**config.mk**
```make
export PLATFORM = sky130hd
export DESIGN_NAME = pxp_top
export DESIGN_NICKNAME = d
export VERILOG_FILES = /design/src/common/pxp_pkg.sv /design/src/rtl/pxp_top.sv /design/src/rtl/pxp_in_port.sv
export SDC_FILE = /design/constraint.sdc
export NUM_CORES = 1
export LEC_CHECK = 0
export ABC_AREA = 1
export BUFFER_PORTS_ARGS = -buffer_cell sky130_fd_sc_hd__clkbuf_2
export CAP_MARGIN = 20
export CORE_UTILIZATION = 52
export DETAILED_ROUTE_END_ITERATION = 10
export PLACE_DENSITY_LB_ADDON = 0.05
export SYNTH_ARGS = -nofsm -noshare
export SYNTH_HDL_FRONTEND = slang
export SYNTH_SLANG_ARGS = --single-unit
```
**constraint.sdc**
```tcl
create_clock -name core_clk_i -period 1.41 [get_ports core_clk_i]
set_input_delay 0.2115 -clock core_clk_i [delete_from_list [all_inputs] [get_ports core_clk_i]]
set_output_delay 0.2115 -clock core_clk_i [all_outputs]
set_load 0.01 [all_outputs]
```
**src/common/pxp_pkg.sv**
```systemverilog
// Constants for the parallel I/O expansion ports
package pxp_pkg;
   localparam int unsigned NUM_PORTS      = 4;
   localparam int unsigned PORT_W         = 8;
   localparam int unsigned ADDR_W         = 8;
   localparam int unsigned BASE_SEL_W     = 6;
   localparam int unsigned CLK_PERIOD_NS  = 50;
   // Strobe widths as printed, in ns
   localparam int unsigned STB_100_NS     = 100;
   localparam int unsigned STB_200_NS     = 200;
   localparam int unsigned STB_400_NS     = 400;
   localparam int unsigned STB_800_NS     = 800;
   localparam int unsigned STB_1600_NS    = 1600;
   // Least widths round up to whole cycles
   localparam int unsigned STB_100_CYC    = (STB_100_NS + CLK_PERIOD_NS - 1) / CLK_PERIOD_NS;
   localparam int unsigned STB_200_CYC    = (STB_200_NS + CLK_PERIOD_NS - 1) / CLK_PERIOD_NS;
   localparam int unsigned STB_400_CYC    = (STB_400_NS + CLK_PERIOD_NS - 1) / CLK_PERIOD_NS;
   localparam int unsigned STB_800_CYC    = (STB_800_NS + CLK_PERIOD_NS - 1) / CLK_PERIOD_NS;
   localparam int unsigned STB_1600_CYC   = (STB_1600_NS + CLK_PERIOD_NS - 1) / CLK_PERIOD_NS;
   localparam int unsigned STB_CNT_W      = 6;
   localparam logic [PORT_W-1:0] OUT_RST  = 8'h00;
   // Strobe width selector codes
   typedef enum logic [2:0] {
      PXP_W100  = 3'h0,
      PXP_W200  = 3'h1,
      PXP_W400  = 3'h2,
      PXP_W800  = 3'h3,
      PXP_W1600 = 3'h4
   } pxp_width_e;
endpackage

```
**src/rtl/pxp_top.sv**
```systemverilog
// Parallel I/O expansion: four input ports, four strobed output ports
// Contract
// - Four 8-bit input ports readable by host
// - Input follows while strobe high, else holds
// - Static setting picks latched or live input
// - Four 8-bit output latches drive until rewritten
// - Every output write emits peripheral strobe
// - Strobe width 100/200/400/800/1600 ns selectable
// - Switches pick one of 64 base addresses
// - Four consecutive addresses; reads in, writes out
// - Data non-inverted, 8-bit word
`timescale 1ns/1ps
module pxp_top (
   input  wire logic        core_clk_i,
   input  wire logic        srst_i,
   input  wire logic [5:0]  base_sel_i,
   input  wire logic [3:0]  in_latched_i,
   input  wire logic [2:0]  stb_width_i,
   input  wire logic [7:0]  bus_addr_i,
   input  wire logic        bus_rd_i,
   input  wire logic        bus_wr_i,
   input  wire logic [7:0]  bus_wdata_i,
   output logic      [7:0]  bus_rdata_o,
   output logic             bus_hit_o,
   input  wire logic [31:0] in_data_i,
   input  wire logic [3:0]  in_stb_i,
   output logic      [31:0] out_data_o,
   output logic      [3:0]  out_stb_o
);
   localparam int unsigned N = pxp_pkg::NUM_PORTS;
   localparam int unsigned W = pxp_pkg::PORT_W;
   localparam int unsigned CW = pxp_pkg::STB_CNT_W;

   typedef struct packed {
      logic [N*W-1:0] out;
      logic [N-1:0]   stb;
      logic [N*CW-1:0] cnt;
      logic [W-1:0]   rdata;
   } pxp_top_s;

   pxp_top_s q_r;
   pxp_top_s q_nxt;

   logic [N*W-1:0] in_rd;
   logic           hit;
   logic [1:0]     idx;
   logic [CW-1:0]  width_cyc;
   // Per-port write decode, read only by the checks at the end
   logic [N-1:0]   wr_hit;
   logic [N-1:0]   wr_none;

   genvar g;
   generate
      for (g = 0; g < N; g++) begin : g_in
         pxp_in_port #(.W(W)) u_in (
            .core_clk_i (core_clk_i),
            .srst_i     (srst_i),
            .pin_data_i (in_data_i[g*W +: W]),
            .pin_stb_i  (in_stb_i[g]),
            .latched_i  (in_latched_i[g]),
            .rd_data_o  (in_rd[g*W +: W])
         );
      end
   endgenerate

   // One base for all four ports; low two bits pick the port
   assign hit = (bus_addr_i[7:2] == base_sel_i);
   assign idx = bus_addr_i[1:0];
   assign bus_hit_o = hit & (bus_rd_i | bus_wr_i);

   always_comb begin
      case (pxp_pkg::pxp_width_e'(stb_width_i))
         pxp_pkg::PXP_W100:  width_cyc = CW'(pxp_pkg::STB_100_CYC);
         pxp_pkg::PXP_W200:  width_cyc = CW'(pxp_pkg::STB_200_CYC);
         pxp_pkg::PXP_W400:  width_cyc = CW'(pxp_pkg::STB_400_CYC);
         pxp_pkg::PXP_W800:  width_cyc = CW'(pxp_pkg::STB_800_CYC);
         pxp_pkg::PXP_W1600: width_cyc = CW'(pxp_pkg::STB_1600_CYC);
         default:            width_cyc = CW'(pxp_pkg::STB_1600_CYC);
      endcase
   end

   always_comb begin
      q_nxt = q_r;
      for (int i = 0; i < N; i++) begin
         if (q_r.cnt[i*CW +: CW] > CW'(1)) begin
            q_nxt.cnt[i*CW +: CW] = q_r.cnt[i*CW +: CW] - CW'(1);
         end else begin
            q_nxt.cnt[i*CW +: CW] = '0;
            q_nxt.stb[i] = 1'b0;
         end
         // A write during a running strobe restarts it at full width
         if (hit && bus_wr_i && (idx == 2'(i))) begin
            q_nxt.out[i*W +: W]   = bus_wdata_i;
            q_nxt.stb[i]          = 1'b1;
            q_nxt.cnt[i*CW +: CW] = width_cyc;
         end
      end
      // Reads return the selected input port unchanged
      if (hit && bus_rd_i) begin
         q_nxt.rdata = in_rd[idx*W +: W];
      end
   end

   always_ff @(posedge core_clk_i) begin
      if (srst_i) begin
         q_r.out   <= {N{pxp_pkg::OUT_RST}};
         q_r.stb   <= '0;
         q_r.cnt   <= '0;
         q_r.rdata <= '0;
      end else begin
         q_r <= q_nxt;
      end
   end

   assign out_data_o  = q_r.out;
   assign out_stb_o   = q_r.stb;
   assign bus_rdata_o = q_r.rdata;
   assign wr_none     = ~wr_hit;

   a_wr_strobe: assert property (@(posedge core_clk_i) disable iff (srst_i)
      (hit && bus_wr_i && idx == 2'h0) |=> out_stb_o[0])
      else $error("no strobe after write");

   a_wr_data: assert property (@(posedge core_clk_i) disable iff (srst_i)
      (hit && bus_wr_i && idx == 2'h1) |=> (out_data_o[15:8] == $past(bus_wdata_i)))
      else $error("output latch missed write");

   a_out_keep: assert property (@(posedge core_clk_i) disable iff (srst_i)
      !(hit && bus_wr_i) |=> $stable(out_data_o))
      else $error("output changed without write");

   // Strobe stands two cycles; a rewrite in between would restart it
   a_w100_len: assert property (@(posedge core_clk_i) disable iff (srst_i)
      (hit && bus_wr_i && idx == 2'h2 && stb_width_i == 3'h0)
      ##1 !(hit && bus_wr_i && idx == 2'h2) ##1 !(hit && bus_wr_i && idx == 2'h2)
      |-> out_stb_o[2] ##1 !out_stb_o[2])
      else $error("100 ns strobe wrong length");

   a_w1600_len: assert property (@(posedge core_clk_i) disable iff (srst_i)
      (hit && bus_wr_i && idx == 2'h3 && stb_width_i == 3'h4)
      |=> out_stb_o[3][*8])
      else $error("1600 ns strobe too short");

   // No disable here: these look at the edge just after reset was sampled
   a_rst_quiet: assert property (@(posedge core_clk_i)
      $past(srst_i) |-> (out_stb_o == 4'h0 && out_data_o == 32'h0))
      else $error("outputs not cleared by reset");

   a_rst_rdata: assert property (@(posedge core_clk_i)
      $past(srst_i) |-> (bus_rdata_o == 8'h00))
      else $error("read data not cleared by reset");

   // Accesses to another base must leave both directions untouched
   a_miss_ignored: assert property (@(posedge core_clk_i) disable iff (srst_i)
      (bus_wr_i && bus_addr_i[7:2] != base_sel_i) |=> $stable(out_data_o))
      else $error("write outside base accepted");

   a_miss_read: assert property (@(posedge core_clk_i) disable iff (srst_i)
      (bus_rd_i && bus_addr_i[7:2] != base_sel_i) |=> $stable(bus_rdata_o))
      else $error("read outside base accepted");

   a_rd_data: assert property (@(posedge core_clk_i) disable iff (srst_i)
      (hit && bus_rd_i && idx == 2'h0) |=> (bus_rdata_o == $past(in_rd[7:0])))
      else $error("read returned wrong port");

   a_rdata_keep: assert property (@(posedge core_clk_i) disable iff (srst_i)
      !(hit && bus_rd_i) |=> $stable(bus_rdata_o))
      else $error("read data changed without read");

   // Each port checked on its own; widths past eight cycles chain runs of eight
   generate
      for (g = 0; g < N; g++) begin : g_chk
         assign wr_hit[g] = hit & bus_wr_i & (idx == 2'(g));

         a_port_take: assert property (@(posedge core_clk_i) disable iff (srst_i)
            wr_hit[g] |=> (out_stb_o[g] && out_data_o[g*W +: W] == $past(bus_wdata_i)))
            else $error("port write not taken");

         a_port_keep: assert property (@(posedge core_clk_i) disable iff (srst_i)
            !wr_hit[g] |=> $stable(out_data_o[g*W +: W]))
            else $error("port output changed without write");

         a_stb_quiet: assert property (@(posedge core_clk_i) disable iff (srst_i)
            (!out_stb_o[g] && !wr_hit[g]) |=> !out_stb_o[g])
            else $error("strobe rose without write");

         a_port_read: assert property (@(posedge core_clk_i) disable iff (srst_i)
            (hit && bus_rd_i && idx == 2'(g)) |=> (bus_rdata_o == $past(in_rd[g*W +: W])))
            else $error("read returned wrong input byte");

         // Strobe is high for exactly the selected count, then falls
         a_len_w100: assert property (@(posedge core_clk_i) disable iff (srst_i)
            (wr_hit[g] && stb_width_i == 3'h0) ##1 wr_none[g] [*2]
            |-> out_stb_o[g] ##1 !out_stb_o[g])
            else $error("port strobe not two cycles");

         a_len_w200: assert property (@(posedge core_clk_i) disable iff (srst_i)
            (wr_hit[g] && stb_width_i == 3'h1) ##1 wr_none[g] [*4]
            |-> out_stb_o[g] ##1 !out_stb_o[g])
            else $error("port strobe not four cycles");

         a_len_w400: assert property (@(posedge core_clk_i) disable iff (srst_i)
            (wr_hit[g] && stb_width_i == 3'h2) ##1 wr_none[g] [*8]
            |-> out_stb_o[g] ##1 !out_stb_o[g])
            else $error("port strobe not eight cycles");

         a_len_w800: assert property (@(posedge core_clk_i) disable iff (srst_i)
            (wr_hit[g] && stb_width_i == 3'h3) ##1 wr_none[g] [*8]
            ##1 wr_none[g] [*8]
            |-> out_stb_o[g] ##1 !out_stb_o[g])
            else $error("port strobe not sixteen cycles");

         a_len_w1600: assert property (@(posedge core_clk_i) disable iff (srst_i)
            (wr_hit[g] && stb_width_i >= 3'h4) ##1 wr_none[g] [*8]
            ##1 wr_none[g] [*8] ##1 wr_none[g] [*8]
            ##1 wr_none[g] [*8]
            |-> out_stb_o[g] ##1 !out_stb_o[g])
            else $error("port strobe not thirty-two cycles");
      end
   endgenerate
endmodule

```
**src/rtl/pxp_in_port.sv**
```systemverilog
// One strobed input port: pin sync plus latched or live capture
`timescale 1ns/1ps
module pxp_in_port #(
   parameter int unsigned W = 8
) (
   input  wire logic         core_clk_i,
   input  wire logic         srst_i,
   input  wire logic [W-1:0] pin_data_i,
   input  wire logic         pin_stb_i,
   input  wire logic         latched_i,
   output logic      [W-1:0] rd_data_o
);
   typedef struct packed {
      logic [W-1:0] d1;
      logic [W-1:0] d2;
      logic [W-1:0] d3;
      logic         s1;
      logic         s2;
      logic         s3;
      logic [W-1:0] hold;
   } pxp_in_s;

   pxp_in_s q_r;
   pxp_in_s q_nxt;

   // Data and strobe go through three stages; hold takes a change once strobe stages 2 and 3 are high and data stages 2 and 3 agree
   always_comb begin
      q_nxt    = q_r;
      q_nxt.d1 = pin_data_i;
      q_nxt.d2 = q_r.d1;
      q_nxt.d3 = q_r.d2;
      q_nxt.s1 = pin_stb_i;
      q_nxt.s2 = q_r.s1;
      q_nxt.s3 = q_r.s2;
      if (q_r.s2 && q_r.s3 && (q_r.d2 == q_r.d3)) begin
         q_nxt.hold = q_r.d3;
      end
   end

   always_ff @(posedge core_clk_i) begin
      if (srst_i) begin
         q_r <= '0;
      end else begin
         q_r <= q_nxt;
      end
   end

   // Unlatched reads see the settled live lines
   assign rd_data_o = latched_i ? q_r.hold : q_r.d3;

   a_hold_steady: assert property (@(posedge core_clk_i) disable iff (srst_i)
      (!q_r.s2 && !q_r.s3 && !srst_i) |=> (q_r.hold == $past(q_r.hold)))
      else $error("input hold changed while strobe low");
endmodule

```
# [Word-level counts from Yosys, hierarchy flattened]
# Index checks and enable logic that the tools add are counted.
[op_classes] n_bitwise=2 shifts=1 n_reduce_logical=16 addsub=4 n_lt_le_gt_ge=4 eq_ne=15 mux=21
[ops] operator="$mux W6" count=8
[ops] operator="$eq A8 B8 Y1" count=4
[ops] operator="$mux W8" count=4
[ops] operator="$shiftx A32 B6 Y8" count=1
[ops] operator="$gt A6 B1 Y1 const B" count=4
[ops] operator="$pmux W6 S4" count=1
[ops] operator="$sub A6 B1 Y6 const B" count=4
[ops] operator="$logic_and A1 B1 Y1" count=14
[ops] operator="$mux W1" count=8
[ops] operator="$ne A2 B1 Y1 const B" count=4
[ops] operator="$eq A3 B2 Y1 const B" count=2
[ops] operator="$eq A6 B6 Y1" count=1
[ops] operator="$eq A2 B2 Y1 const B" count=2
[ops] operator="$eq A3 B1 Y1 const B" count=1
[ops] operator="$logic_not A3 Y1" count=1
[ops] operator="$eq A2 B1 Y1 const B" count=1
[ops] operator="$logic_not A2 Y1" count=1
[ops] operator="$and A1 B1 Y1" count=1
[ops] operator="$or A1 B1 Y1" count=1
[word_totals] register_bits=208 out_inout_bits=45 in_bits=69 wordCells=101

# [Logic depth before layout (Yosys ltp)]
[logic_depth] depth_word=4 ltp_mapped=12 ltp_nobuf=11

# [Hierarchy]
# Synthesis repeated with hierarchy kept, for this count alone.
[hier_totals] hier_cells=1356 area_unflattened_um2=9457.8
[modules_own_cells] module="pxp_in_port" instances=4 area_each_um2=1387.6 cells_each=193
[modules_own_cells] module="pxp_top" instances=1 area_each_um2=3907.5 cells_each=584

# [Least setup slack after synthesis]
# OpenSTA, ideal clock, no wires.
[synth_timing] kind="register to register" startpoint="reg q_r[14] (netlist bit)" endpoint="reg q_r (netlist bit out_stb_o[1])" t_required_ns=1.280 n_path_buf=0 path_stages_with_launch=8 arrival_ns=1.422 path_slack_ns=-0.143 cell_sequence="dfxtp_1 inv_1 ha_1 nor2_1 nor4_1 inv_1 nand2_1 a21oi_1"
[synth_between] elab_chain_cells=2
[synth_lines] element="from (decl)" line_no="pxp_top.sv:41" text="pxp_top_s q_r;"
[synth_lines] element="from (signal assigned)" line_no="pxp_top.sv:111" text="q_r <= q_nxt;"
[synth_lines] element="$gt A6 B1 Y1" line_no="pxp_top.sv:85" text="if (q_r.cnt[i*CW +: CW] > CW'(1)) begin"
[synth_lines] element="$ne A2 B1 Y1 (no line)"
# Every way passes these cells.
# A chain may end at the register's enable or synchronous reset.

# [Final worst setup path]
[layout_timing] startpoint="reg g_in[3].u_in.q_r[11] (netlist bit)" endpoint="reg g_in[3].u_in.q_r[4] (netlist bit)"
[layout_between] elab_chain_cells=2
[layout_lines] element="from (decl)" line_no="pxp_in_port.sv:23" text="pxp_in_s q_r;"
[layout_lines] element="from (signal assigned)" line_no="pxp_in_port.sv:44" text="q_r <= q_nxt;"
[layout_lines] element="$eq A8 B8 Y1" line_no="pxp_in_port.sv:35" text="if (q_r.s2 && q_r.s3 && (q_r.d2 == q_r.d3)) begin"
[layout_lines] element="$logic_and A1 B1 Y1" line_no="pxp_in_port.sv:35"
# Every way passes these cells.

==> results_dict.tcl <==
set metrics [dict create \
    drive_gt1_frac 0.165 \
    max_slew.worst_pin.slew_ps 518 \
    reg2regPathDepth 10 \
    dp_slack_ps -110 \
    reg2reg_from "g_in[3].u_in.q_r[11]" \
    layout_common_cells "nor2_1, dfxtp_1, nand2_1, inv_1, clkbuf_2" \
    synth_area_um2 9150 \
    setup-tns-final_ps 0 \
    setup_slack_ps 107 \
    grt_usage 0.218 \
    initial_utilization 0.531 \
    min_to "q_r[31]" \
    power_frac_comb 0.201 \
    cp_cell_sequence "inv_2 -> nand2_1 -> o21ai_0 -> a21oi_1 -> nand2_1 -> nor2_1 -> buf_4 -> nand3_1 -> nand2_1 -> nor2_1" \
    hp-start "stb_width_i[2]" \
    crit_start "g_in[3].u_in.q_r[11]" \
    cp-end-kind "flip-flop" \
    p_sw_frac 0.271 \
    hold_path_depth 3 \
    cts_buffers 22 \
    avgSynthCellArea_um2 7.03 \
    crit_buf_inv 2 \
    dpl-instance-area_um2 9880 \
    cp_max_fo 8 \
    cts_tree "done" \
    ys_ff_latch 208 \
    layout_commonest_cell "nor2_1" \
    syn_nets 1380 \
    ys_warn_count 0 \
    synth_area_leaders "dfxtp_1, nor2_1, nand2_1" \
    status "finished, final reports clean" \
    clkTransAtPathRegs_ps 60 \
    cpPeakStageDelay_ps 370 \
    diodes 0 \
    cts-root-buf "clkbuf_16" \
    synth_ff_type "dfxtp_1" \
    ys_seq_area_frac 0.455 \
    path_class "reg -> reg" \
    coreArea_um2 17200 \
    slew_headroom 0.652 \
    ant_nets 0 \
    rsz0062_at_grt "yes" \
    ir_drop_uv 1160 \
    fmax_mhz 768 \
    grt_max_degree 78 \
    drv_cap 0 \
    synth_cells 1303 \
    hold_viol 0 \
    rrSetupSlack_ps 110 \
    overflow 0 \
    fin_crit_sh 0.924 \
    finalMaxSlewViolations 0 \
    port_buffers 113 \
    pwr-share-seq 0.428 \
    cpMostUsedCell "nand2_1" \
    arrival_ps 1700 \
    synthArstFlopShare 0 \
    first_pass_iters 4 \
    finalNetCount 1507 \
    p_sw_mw 4.11 \
    dp_hpwl_um 13600 \
    post-route-drc-count 0 \
    setup_viol 0 \
    skew_ps 14.6 \
    fp.dieW_um 135 \
    chipHeight_um 135 \
    h-tree-depth 1 \
    post_drt_wl_per_cell_um 11.8 \
    grt_pass1_vias 6919 \
    power_density_nw_per_um2 1370 \
    crit_family "simple AND/OR/NAND/NOR gates" \
    required_ps 1810 \
    die_area_um2 18100 \
    clock-sinks 208 \
    clock_latency_ps 500 \
    fin_crit_ps 1300 \
    yosysTopAreaCell "dfxtp_1" \
    grt_pass1_wl_um 32600 \
    dp.cells 1590 \
    area_growth_pct 21.0 \
    fill_cells 1559 \
    yosysTopAreaCellShare 0.455 \
    hold_class "in -> reg" \
    r2r-end "g_in[3].u_in.q_r[4]" \
    synth_edf_count 0 \
    critPathLaunchType "flip-flop" \
    viasPerCell 4.68 \
    cts_max_path_buffers 3 \
    vias 7810 \
    placementRows 48 \
    io-pin-count 114 \
    final_cell_area_um2 11100 \
    p_int_mw 11.1 \
    whs_ps 101 \
    drt_iter0_drc 368 \
    finalNonFillerCells 1668 \
    ys_types 32 \
    routed_wl_um 19700 \
    cp_slowest_cell "dfxtp_1" \
    antenna_found_initial 0 \
    gp_congestion 0.871 \
    p_leak_nw 5.22 \
    clock_power_share 0.370 \
]
## flip-flops by register name, indices dropped and copies added, names as in the netlist
register,flops
bus_rdata_o,8
g_in.u_in.q_nxt,72
g_in.u_in.q_r,68
out_data_o,32
out_stb_o,4
q_r,24
## through the flow
step | total power, mW | utilization
floorplan | 8.68 | -
global placement | 9.42 | 0.573
detailed placement | 9.46 | 0.573
CTS | 15.2 | 0.638
global route | 16.1 | 0.643
finish | 15.2 | 0.643
## final cells by class
class	count	area [um2]	share of cell area
clock buffer	31	616	0.0556
clock inverter	6	80.1	0.00723
inverter	191	717	0.0647
multi-input combinational	811	3790	0.343
sequential	208	4170	0.377
tap	225	282	0.0254
timing repair buffer	196	1420	0.128
## logic make-up after synthesis
family / share of synthesized area
xor+xnor: 0.0268
buf+inv: 0.140
fa+ha+maj: 0.0109
compound gates: 0.0599
flops: 0.455
simple gates: 0.308
## worst register-to-register path, stage by stage (launching register included)
cell and delay [ps]:
dfxtp_1 370, inv_2 60, nand2_1 70, o21ai_0 70, a21oi_1 150, nand2_1 70
nor2_1 80, buf_4 160, nand3_1 80, nand2_1 60, nor2_1 40
## worst max-delay path by stage
stage,end,cells after the start
floorplan,q_r[31],7
detailed placement,out_data_o[23],12
finish,g_in[3].u_in.q_r[4],10
global route,g_in[0].u_in.q_r[3],10
global placement,out_data_o[19],12
CTS,bus_hit_o,10
## metal layers
metal | up-vias | share of wire | track usage
met3 | 26 | 0.047 | 0.0319
met1 | 3392 | 0.48 | 0.295
met4 | 0 | 0.019 | 0.0699
met5 | - | 0 | 0
met2 | 170 | 0.45 | 0.359
li1 | 4222 | - | -
## cells in the mapped netlist (10+ instances only)
library cell  count
xor2_1           14
clkbuf_1         22
dfxtp_1         208
nand2_1         192
a21oi_1          43
o21ai_0          48
buf_4            45
xnor2_1          14
buf_2            11
nand4_1          54
inv_1           182
buf_1            10
nand3_1          50
nor2_1          346
## power groups by stage
stage | logic, mW | clock network (mW) | registers, mW
floorplan | 2.13 | 0 | 6.55
global placement | 2.82 | 0 | 6.60
detailed placement | 2.85 | 0 | 6.60
CTS | 2.98 | 5.76 | 6.48
global route | 3.49 | 6.04 | 6.53
finish | 3.05 | 5.62 | 6.49
## timing repair
| action | 4_1_cts | 5_1_grt |
|---|---|---|
| pin swaps | 1 | 16 |
| cloned | 1 | 0 |
| setup buffers | 2 | 2 |
| hold buffers | 37 | 0 |
| endpoints found under the hold margin | 39 | 0 |
| gates resized for setup | 1 | 33 |
| setup endpoints to repair | 8 | 35 |
No activity file was read; power rests on OpenSTA's default activity.
